### config.mk
export PLATFORM = sky130hd
export DESIGN_NAME = mcp_macrocells
export DESIGN_NICKNAME = d
export VERILOG_FILES = /design/src/core/mcp_pkg.sv /design/src/core/mcp_cell_bank.sv /design/src/core/mcp_macrocells.sv
export SDC_FILE = /design/constraint.sdc
export NUM_CORES = 1
export LEC_CHECK = 0
export ABC_AREA = 1
export BUFFER_PORTS_ARGS = -buffer_cell sky130_fd_sc_hd__buf_2
export CAP_MARGIN = 20
export CORE_MARGIN = 5
export CORE_UTILIZATION = 35
export DETAILED_ROUTE_END_ITERATION = 10
export PLACE_DENSITY_LB_ADDON = 0.05
export RECOVER_POWER = 50
export SETUP_SLACK_MARGIN = 0.5
export SYNTH_ARGS = -nofsm -noshare
export SYNTH_HDL_FRONTEND = slang
export SYNTH_SLANG_ARGS = --single-unit
### constraint.sdc
create_clock -name clk_sys_i -period 1.2 [get_ports clk_sys_i]
set_clock_uncertainty 0.05 [all_clocks]
set_input_delay 0.24 -clock clk_sys_i [delete_from_list [all_inputs] [get_ports clk_sys_i]]
set_output_delay 0.24 -clock clk_sys_i [all_outputs]
set_load 0.02 [all_outputs]
### src/core/mcp_pkg.sv
/*
  Constants and carrier types for the macrocell power-up and preload block.
  Assumes a single 20 MHz system clock and a synchronous active-low reset.
*/
// Operation
// Registers clear automatically at power-up within 1000 ns.
// Every macrocell flip-flop holds LOW after power-up.
// Registered pins show HIGH after power-up, whatever the polarity.
// Outside party raises no register clock before setups are met.
// Tester disables outputs, drives registered pins, floats combinatorial ones.
// Tester pulses the load strobe low then high to load pin levels.
// Tester releases pins, re-enables outputs, then checks levels.
// Preload path inverted like output path; pin level reappears after load.
// Unconnected inputs and pins read HIGH through weak pull-ups.
// Output drives only when global enable low and local term high.
// Load strobe affects only registered macrocells.
package mcp_pkg;

  localparam int unsigned MCP_CELLS = 10;

  // ****************************************************************
  // Timing
  // ****************************************************************
  localparam int unsigned MCP_CLK_PERIOD_NS      = 50;
  localparam int unsigned MCP_POWERUP_CLEAR_TIME = 1000;  // ns, longest
  localparam int unsigned MCP_CLEAR_CYCLES =
    (MCP_POWERUP_CLEAR_TIME / MCP_CLK_PERIOD_NS) > 0 ?
    (MCP_POWERUP_CLEAR_TIME / MCP_CLK_PERIOD_NS) : 1;
  localparam int unsigned MCP_CNT_W = $clog2(MCP_CLEAR_CYCLES + 1);

  localparam logic [MCP_CELLS-1:0] MCP_ALL_LOW  = '0;
  localparam logic [MCP_CELLS-1:0] MCP_ALL_HIGH = '1;

  typedef enum logic [1:0] {
    MCP_ST_CLEAR,
    MCP_ST_RUN
  } mcp_state_type;

  // Per-cell array terms, one bit per macrocell
  typedef struct packed {
    logic [MCP_CELLS-1:0] data;      // Sum-of-products D term
    logic [MCP_CELLS-1:0] clk;       // Clock product term
    logic [MCP_CELLS-1:0] preset;    // Asynchronous preset term
    logic [MCP_CELLS-1:0] reset;     // Asynchronous reset term
    logic [MCP_CELLS-1:0] local_oe;  // Local output-enable term
  } mcp_terms_type;

  // Pin-side signals for the ten I/O pins
  typedef struct packed {
    logic [MCP_CELLS-1:0] out;
    logic [MCP_CELLS-1:0] oe;
  } mcp_pins_type;

endpackage

### src/core/mcp_cell_bank.sv
/*
  Bank of macrocell flip-flops with clear, preset, reset, clock-edge load
  and preload. Assumes all controls are already synchronous to clk_sys_i.
*/
`timescale 1ns/1ps
module mcp_cell_bank
  import mcp_pkg::*;
(
  input  wire logic                 clk_sys_i,
  input  wire logic                 clear_i,
  input  wire logic [MCP_CELLS-1:0] load_i,
  input  wire logic [MCP_CELLS-1:0] load_val_i,
  input  wire logic [MCP_CELLS-1:0] set_i,
  input  wire logic [MCP_CELLS-1:0] rst_i,
  input  wire logic [MCP_CELLS-1:0] edge_i,
  input  wire logic [MCP_CELLS-1:0] data_i,
  output logic      [MCP_CELLS-1:0] q_o
);

  logic [MCP_CELLS-1:0] q;
  logic [MCP_CELLS-1:0] next_q;

  // ****************************************************************
  // Next state, preload wins over array terms during test
  // ****************************************************************
  always_comb begin
    next_q = q;
    for (int i = 0; i < MCP_CELLS; i++) begin
      if (load_i[i]) begin
        next_q[i] = load_val_i[i];
      end else if (rst_i[i]) begin
        next_q[i] = 1'b0;
      end else if (set_i[i]) begin
        next_q[i] = 1'b1;
      end else if (edge_i[i]) begin
        next_q[i] = data_i[i];
      end
    end
    if (clear_i) begin
      next_q = MCP_ALL_LOW;
    end
  end

  always_ff @(posedge clk_sys_i) begin
    q <= next_q;
  end

  assign q_o = q;

endmodule // mcp_cell_bank

### src/core/mcp_macrocells.sv
/*
  Ten output macrocells: power-up clear, preload from pins, polarity on combinatorial cells
  and three-state control. Assumes pins and strobes come from outside the
  clock domain; the configuration straps are static.
*/
`timescale 1ns/1ps
module mcp_macrocells
  import mcp_pkg::*;
(
  input  wire logic                 clk_sys_i,
  input  wire logic                 rst_n_i,
  input  wire logic                 register_load_strobe_n_i,
  input  wire logic                 output_enable_n_i,
  input  wire logic [MCP_CELLS-1:0] pin_in_i,
  input  wire logic [MCP_CELLS-1:0] pin_connected_i,
  input  wire logic [MCP_CELLS-1:0] active_high_i,
  input  wire mcp_terms_type        terms_i,
  output logic      [MCP_CELLS-1:0] pin_out_o,
  output logic      [MCP_CELLS-1:0] pin_oe_o,
  output logic      [MCP_CELLS-1:0] pin_level_o,
  output logic                      clear_done_o
);

  // ****************************************************************
  // Input synchronisers
  // ****************************************************************
  logic [MCP_CELLS-1:0] pin_s1, pin_s2, con_s1, con_s2;
  logic                 pl_s1, pl_s2, pl_s3, oe_s1, oe_s2;
  mcp_terms_type        trm_s1, trm_s2;
  logic [MCP_CELLS-1:0] pol_s1, pol_s2;
  logic [MCP_CELLS-1:0] clk_d;

  always_ff @(posedge clk_sys_i) begin
    pin_s1 <= pin_in_i;
    pin_s2 <= pin_s1;
    con_s1 <= pin_connected_i;
    con_s2 <= con_s1;
    pol_s1 <= active_high_i;
    pol_s2 <= pol_s1;
    pl_s1  <= register_load_strobe_n_i;
    pl_s2  <= pl_s1;
    pl_s3  <= pl_s2;
    oe_s1  <= output_enable_n_i;
    oe_s2  <= oe_s1;
    trm_s1 <= terms_i;
    trm_s2 <= trm_s1;
    clk_d  <= trm_s2.clk;
  end

  // ****************************************************************
  // Power-up clear sequencer
  // ****************************************************************
  mcp_state_type        state, next_state;
  logic [MCP_CNT_W-1:0] cnt, next_cnt;

  always_comb begin
    next_state = state;
    next_cnt   = cnt;
    unique case (state)
      MCP_ST_CLEAR: begin
        // Clear completes within the longest power-up time
        if (cnt == MCP_CNT_W'(MCP_CLEAR_CYCLES - 1)) begin
          next_state = MCP_ST_RUN;
        end else begin
          next_cnt = cnt + 1'b1;
        end
      end
      MCP_ST_RUN: begin
        next_cnt = cnt;
      end
    endcase
  end

  always_ff @(posedge clk_sys_i) begin
    if (!rst_n_i) begin
      state <= MCP_ST_CLEAR;
      cnt   <= '0;
    end else begin
      state <= next_state;
      cnt   <= next_cnt;
    end
  end

  wire logic clearing = (state == MCP_ST_CLEAR);

  // ****************************************************************
  // Cell configuration and pin levels
  // ****************************************************************
  // Both preset and reset high bypasses the flip-flop
  wire logic [MCP_CELLS-1:0] comb_cell = trm_s2.preset & trm_s2.reset;
  wire logic [MCP_CELLS-1:0] reg_cell  = ~comb_cell;
  // Undriven pins float up; weak, so never a bus pull-up
  wire logic [MCP_CELLS-1:0] pin_lvl   = pin_s2 | ~con_s2;
  // Preload on the strobe's falling edge; setups met by tester
  wire logic pl_fall = pl_s3 & ~pl_s2;
  // Only registered cells accept the strobe
  wire logic [MCP_CELLS-1:0] load =
    {MCP_CELLS{pl_fall & ~clearing}} & reg_cell;
  // Array clock edges are ignored while clearing
  wire logic [MCP_CELLS-1:0] clk_edge =
    trm_s2.clk & ~clk_d & {MCP_CELLS{~clearing}};

  logic [MCP_CELLS-1:0] q;

  mcp_cell_bank mcp_cell_bank_i (
    .clk_sys_i  (clk_sys_i),
    .clear_i    (clearing),
    .load_i     (load),
    .load_val_i (~pin_lvl),  // Inverted preload path
    .set_i      (trm_s2.preset & reg_cell),
    .rst_i      (trm_s2.reset & reg_cell),
    .edge_i     (clk_edge),
    .data_i     (trm_s2.data),
    .q_o        (q)
  );

  // ****************************************************************
  // Output path
  // ****************************************************************
  logic [MCP_CELLS-1:0] next_out, next_oe, next_lvl;
  logic [MCP_CELLS-1:0] pin_out, pin_oe, pin_level;
  logic                 done;

  always_comb begin
    next_out = MCP_ALL_HIGH;
    next_oe  = MCP_ALL_LOW;
    for (int i = 0; i < MCP_CELLS; i++) begin
      if (reg_cell[i]) begin
        // Output inverter: register LOW gives pin HIGH
        next_out[i] = ~q[i];
      end else begin
        next_out[i] = trm_s2.data[i] ~^ pol_s2[i];
      end
      // Global enable low and local term high
      next_oe[i] = ~oe_s2 & trm_s2.local_oe[i] & ~clearing;
    end
    // Pin is what we drive, else what the outside or pull-up gives
    next_lvl = (next_oe & next_out) | (~next_oe & pin_lvl);
  end

  always_ff @(posedge clk_sys_i) begin
    if (!rst_n_i) begin
      pin_out   <= MCP_ALL_HIGH;
      pin_oe    <= MCP_ALL_LOW;
      pin_level <= MCP_ALL_HIGH;
      done      <= 1'b0;
    end else begin
      pin_out   <= next_out;
      pin_oe    <= next_oe;
      pin_level <= next_lvl;
      done      <= ~clearing;
    end
  end

  assign pin_out_o    = pin_out;
  assign pin_oe_o     = pin_oe;
  assign pin_level_o  = pin_level;
  assign clear_done_o = done;

  // ****************************************************************
  // Checks
  // ****************************************************************
  chk_clear_time_bound: assert property (
    @(posedge clk_sys_i) disable iff (!rst_n_i)
    $rose(rst_n_i) |-> ##12 clearing [*8]
  ) else $error("power-up clear ended too early");

  chk_clear_ends: assert property (
    @(posedge clk_sys_i) disable iff (!rst_n_i)
    $rose(rst_n_i) |-> ##20 !clearing
  ) else $error("power-up clear overran");

  chk_done_follows: assert property (
    @(posedge clk_sys_i) disable iff (!rst_n_i)
    !clearing |=> clear_done_o
  ) else $error("clear done flag missing after clear");

  chk_no_load_clear: assert property (
    @(posedge clk_sys_i) disable iff (!rst_n_i)
    clearing |-> load == MCP_ALL_LOW
  ) else $error("preload accepted during clear");

  chk_reg_out_inv: assert property (
    @(posedge clk_sys_i) disable iff (!rst_n_i)
    reg_cell[0] |=> pin_out[0] == !$past(q[0])
  ) else $error("registered pin not the inverse of its flip-flop");

  chk_regs_low: assert property (
    @(posedge clk_sys_i) disable iff (!rst_n_i)
    $fell(clearing) |-> q == MCP_ALL_LOW
  ) else $error("flip-flops not low after clear");

  chk_pins_high: assert property (
    @(posedge clk_sys_i) disable iff (!rst_n_i)
    $fell(clearing) |=> (pin_out | ~reg_cell) == MCP_ALL_HIGH
  ) else $error("registered pin not high after clear");

  chk_preload_inv: assert property (
    @(posedge clk_sys_i) disable iff (!rst_n_i)
    load[0] |=> q[0] == !$past(pin_lvl[0])
  ) else $error("preload not inverted");

  chk_oe_gating: assert property (
    @(posedge clk_sys_i) disable iff (!rst_n_i)
    pin_oe[0] |-> $past(!oe_s2 && trm_s2.local_oe[0])
  ) else $error("output driven without both enables");

  chk_comb_no_load: assert property (
    @(posedge clk_sys_i) disable iff (!rst_n_i)
    pl_fall |-> (load & comb_cell) == MCP_ALL_LOW
  ) else $error("combinatorial cell took preload");

  chk_no_edge_clear: assert property (
    @(posedge clk_sys_i) disable iff (!rst_n_i)
    clearing |-> clk_edge == MCP_ALL_LOW
  ) else $error("clock edge accepted during clear");

  chk_float_high: assert property (
    @(posedge clk_sys_i) disable iff (!rst_n_i)
    !con_s2[0] && !next_oe[0] |=> pin_level[0]
  ) else $error("floating pin not high");

endmodule // mcp_macrocells

After elaboration in Yosys (flattened, before gate mapping)
Cells that the tools add are included.
{"block": "classes", "n_reduce_logical": 13, "mux": 52, "n_bitwise": 61, "n_addsub": 1, "n_eq_ne": 2}
{"op": "AND 10 bit", "count": 8}
{"op": "two-way mux 1 bit", "count": 50}
{"op": "inverter 10 bit", "count": 5}
{"op": "nonzero test 4 bit", "count": 10}
{"op": "AND 1 bit", "count": 22}
{"op": "OR 10 bit", "count": 2}
{"op": "inverter 1 bit", "count": 14}
{"op": "two-way mux 5 bit", "count": 2}
{"op": "XNOR 1 bit", "count": 10}
{"op": "adder 5 x 1 -> 5 bit (second input constant)", "count": 1}
{"op": "equality test 5 bit (second input constant)", "count": 1}
{"op": "AND reduction 2 bit", "count": 2}
{"op": "zero test 2 bit", "count": 1}
{"op": "inequality test 2 bit (second input constant)", "count": 1}
{"block": "totals", "output_inout_bits": 31, "word_cells": 167, "regBits": 222, "in_bits": 84}

Depth between registers and ports, before layout
{"block": "logic_depth", "depth_word": 7, "depth_mapped": 8, "ltp_nobuf": 8}

Modules after synthesis
From an unflattened synthesis, not the netlist that was laid out.
{"block": "hier_totals", "hier_cells": 586, "area_unflattened_um2": 6053.3}
{"module": "mcp_macrocells", "area_per_inst_um2": 5398.9, "cells_each": 475, "instances": 1, "seq_area_each_um2": 4244.1}
{"module": "mcp_cell_bank", "area_per_inst_um2": 654.4, "cells_each": 111, "instances": 1, "seq_area_each_um2": 200.2}

Worst setup path after synthesis
No wires, ideal clock.
{"block": "synth_path", "kind": "reg2reg", "startpoint": "register state[0]", "endpoint": "register mcp_cell_bank_i.q[0], in the netlist mcp_cell_bank_i.q_o[0]", "arrival_time_ns": 1.004, "required_time_ns": 1.039, "path_buffers": 1, "path_slack_ns": 0.035, "stages_incl_launch_ff": 9, "path_cell_list": "dfxtp_1 -> nand2_2 -> nor2_4 -> buf_12 -> nand2_4 -> nand2_1 -> nand2_1 -> nor2_1 -> nor2_1"}
{"block": "synth_via", "elab_chain_len": 5, "word_cells_on_any_way": 7, "cone_classes": "1 x mux; 4 x bitwise; 2 x reduce/logical"}
{"item": "start: declaration", "line_no": "mcp_macrocells.sv:53", "text": "mcp_state_type state, next_state;"}
{"item": "start signal: assignment", "line_no": "mcp_macrocells.sv:79", "text": "state <= next_state;"}
{"item": "zero test 2 bit (*)", "line_no": "mcp_macrocells.sv:84", "text": "wire logic clearing = (state == MCP_ST_CLEAR);"}
{"item": "inverter 1 bit", "line_no": "mcp_macrocells.sv:98, mcp_macrocells.sv:101"}
{"item": "AND 1 bit", "line_no": "mcp_macrocells.sv:98", "text": "{MCP_CELLS{pl_fall & ~clearing}} & reg_cell;"}
{"item": "AND 10 bit", "line_no": "mcp_macrocells.sv:98"}
{"item": "nonzero test 4 bit (no line) / two-way mux 1 bit (equally long branches)"}
{"item": "end signal: assignment", "line_no": "mcp_cell_bank.sv:45", "text": "q <= next_q;"}
{"item": "end: declaration", "line_no": "mcp_cell_bank.sv:20", "text": "logic [MCP_CELLS-1:0] q;"}
Mark *: on every way between the ends. The rest lies on a longest branch, timed or not.
A chain may end at the register's enable or synchronous reset.

Worst setup path after layout
{"block": "layout_path", "startpoint": "register pin_level[3], in the netlist pin_level_o[3]", "endpoint": "output pin_level_o[3]"}
{"item": "start: declaration", "line_no": "mcp_macrocells.sv:121", "text": "logic [MCP_CELLS-1:0] pin_out, pin_oe, pin_level;"}
{"item": "start signal: assignment", "line_no": "mcp_macrocells.sv:150", "text": "pin_level <= next_lvl;"}
{"item": "end: declaration", "line_no": "mcp_macrocells.sv:20", "text": "output logic [MCP_CELLS-1:0] pin_level_o,"}
No word-level cell between the ends.

==> results.toml <==
[detailed_routing]
ant_nets = 0
detail_route.wl_per_cell_um = 11.6
wl_um = 12700
viasPerCell = 4.02
drc = 0
vias = 4415
dr.pass1.iters = 4
drtIter0Drc = 67

[yosys]
syn-mean-instance-area_um2 = 10.5
synth.most_common_cell = "dfxtp_1"
ys_warn_count = 0
syn_nets = 732
syn-instance-count = 617
yosys.area.top_type = "dfxtp_1"
synthArstFlopShare_pct = 0
synthTopCellsByArea = "dfxtp_1 (68%), ha_1 (6.0%), inv_1 (5.3%)"
syn_area_mm2 = 0.00649
synth_edf_count = 0
yosysSeqAreaShare_pct = 68.5
yosysUniqueCellTypes = 22
synth_seq_cells = 222
ys.flop_type = "dfxtp_1"
yosys.area.top_type_share_pct = 68.5
netlist_top_cells_count = "dfxtp_1 (222), inv_1 (91), nand2_1 (87), nor2_1 (78), nand3_1 (33)"

[timing]
setup-tns-final_ns = -0.929
rsz0062_at_grt = "yes"
drv_slew = 0
hold_viol_final = 0
fmax_mhz = 796
min_period_ns = 1.26
period_share_pct = 105
setup_viol = 39
max-slew-margin-rel_pct = 82.3
setup_slack_ns = -0.0568
max_slew.worst_pin.slew_ns = 0.262

[placed_design]
place_inst = 964
dp_slack_ns = -0.0310
dp_hpwl_um = 8230
placed_area_mm2 = 0.00756
port_buffers = 114
gp_congestion = 0.720

[grt]
grt_pass1_vias = 4650
grt_usage_pct = 12.1
grt_antenna_before_repair = 0
grt_pass1_wl_um = 21700
gr-total-overflow = 0
grt_start_max_net_pins = 17

[worst_setup_path]
cpMaxStageDelayCell = "dfxtp_2"
critPathTopFamily = "flip-flops"
path_cells = "buf_6"
timing_worst_setup_path_type = "reg -> out"
crit_buf_inv = 1
crit_cells = 1
cp-start-kind = "register"
critPathCaptureType = "primary output"
slowest_delay_ns = 0.35
r2r_cells = 7
cp_max_fo = 1
crit_required_ns = 0.91
cp.arrival_ns = 0.97

[final_layout]
utilization_pct = 54.7
final_area_mm2 = 0.00990
nNetsFinal = 969
n_antenna_cell = 0
stdcell_count = 1099
fill_cells = 1555
syn_to_final_growth_pct = 52.5
drive_gt1_share_pct = 39.4

[clock_network]
numCtsBuffers = 23
cts.reportedPaths.clkPinSlew_ns = 0.06
htreeDepth = 1
cts_tree = "built"
clock_latency_ns = 0.50
cts.path.max_buffers = 3
root_buffer = "clkbuf_16"
clock-sinks = 222

[hold_path]
holdPathStages = 3
hold_class = "in -> reg"

[floorplan]
die_h_um = 146
row_count = 49
io_pins = 115
die_w_um = 146
core_area_mm2 = 0.0181
start_util_pct = 35.9
dieArea_mm2 = 0.0214

[power_and_ir_drop]
ir_drop_mv = 0.952
p_leak_nw = 4.69
pwr_density_cell_mw_per_mm2 = 1590

[status]
outcome = "finished with violations"
violations = "setup timing"

[flow_run]
cap_violations = 0
cells by family (layout without fill, tap and decap cells):
| logic type | Yosys count | count (layout) | synth area share (%) |
|---|---|---|---|
| DFF | 222 | 222 | 68.5 |
| and+or+nand+nor | 222 | 222 | 15.3 |
| buffers and inverters | 106 | 359 | 6.51 |
| adders and majority gates | 31 | 31 | 5.97 |
| AOI/OAI and AO/OA | 26 | 26 | 2.39 |
| xor gates and xnor gates | 10 | 10 | 1.35 |
registers in the layout (all words and copies together) (netlist names):
register,flops
pl_s3,1
clear_done_o,1
trm_s1,50
pin_s1,10
mcp_cell_bank_i.q_o,10
pl_s1,1
oe_s2,1
pol_s1,10
pin_oe_o,10
clk_d,10
state,1
trm_s2,50
pin_s2,10
pin_level_o,10
pl_s2,1
pol_s2,10
con_s1,10
pin_out_o,10
con_s2,10
cnt,5
oe_s1,1
power by group:
| part | internal, W | total, W | switching [W] |
|---|---|---|---|
| sequential | 0.00771 | 0.00788 | 0.000163 |
| combinational | 0.000546 | 0.000937 | 0.000391 |
| clock | 0.00420 | 0.00697 | 0.00277 |
| total | 0.0125 | 0.0158 | 0.00332 |
path summary, 6_finish.rpt:
| path | startpoint | end | slack [ns] |
|---|---|---|---|
| worst max-delay path | pin_level_o[3]$_SDFF_PN1_ | pin_level_o[3] | -0.06 |
| worst min-delay path | rst_n_i | pin_level_o[5]$_SDFF_PN1_ | 0.03 |
| worst max register to register | state[0]$_SDFFE_PN0P_ | cnt[4]$_SDFFE_PN0P_ | -0.04 |
| worst min register to register | trm_s1[16]$_DFF_P_ | trm_s2[16]$_DFF_P_ | 0.27 |
placed cells by master (no fill, tap or decap), types with 4 or more instances in the layout:
cell             n
dfxtp_1        166
buf_2           83
dlygate4sd3_1   82
inv_1           70
nor2_1          70
nand2_1         61
buf_6           41
dfxtp_2         36
nand3_1         30
nand2_4         23
clkbuf_16       23
ha_1            20
dfxtp_4         20
nand2_2         14
inv_4           11
ha_4            11
inv_2           10
or2_4           10
clkinv_2        10
o21a_1          10
xor2_1           9
o21ai_2          9
buf_4            9
nor2_4           5
nor2_2           5
clkbuf_8         4
buf_12           4
final cells by class:
class | count | area [µm²] | share of cell area (%)
Clock inverter | 11 | 115 | 1.16
Inverter | 98 | 414 | 4.18
Timing Repair Buffer | 220 | 1860 | 18.8
Tap cell | 229 | 287 | 2.89
Sequential cell | 222 | 4560 | 46.1
Clock buffer | 30 | 642 | 6.48
Multi-Input combinational cell | 289 | 2020 | 20.4
repair_timing:
action	4_1_cts	5_1_grt
pin swaps	41	25
buffers inserted	11	1
setup endpoints to repair	78	78
hold buffers	82	0
gates resized for setup	181	37
hold endpoints to repair	82	0
metrics by stage:
| step | power, W | hold WS, ns |
|---|---|---|
| 2_1_floorplan | 0.00836 | 0.218 |
| 4_1_cts | 0.0160 | 0.0135 |
| 6_report | 0.0158 | 0.0281 |
| 3_3_place_gp | 0.00862 | 0.261 |
| 3_5_place_dp | 0.00864 | 0.262 |
| 5_1_grt | 0.0165 | 0.0316 |
routing by layer:
layer | global-route usage (%) | part of all wire [%] | vias up
met2 | 21.0 | 49 | 99
met1 | 14.5 | 42 | 1969
met3 | 3.35 | 5.5 | 29
met4 | 4.00 | 2.8 | 0
met5 | 0 | 0 | -
li1 | - | - | 2318
No activity file was read; power rests on OpenSTA's default activity.
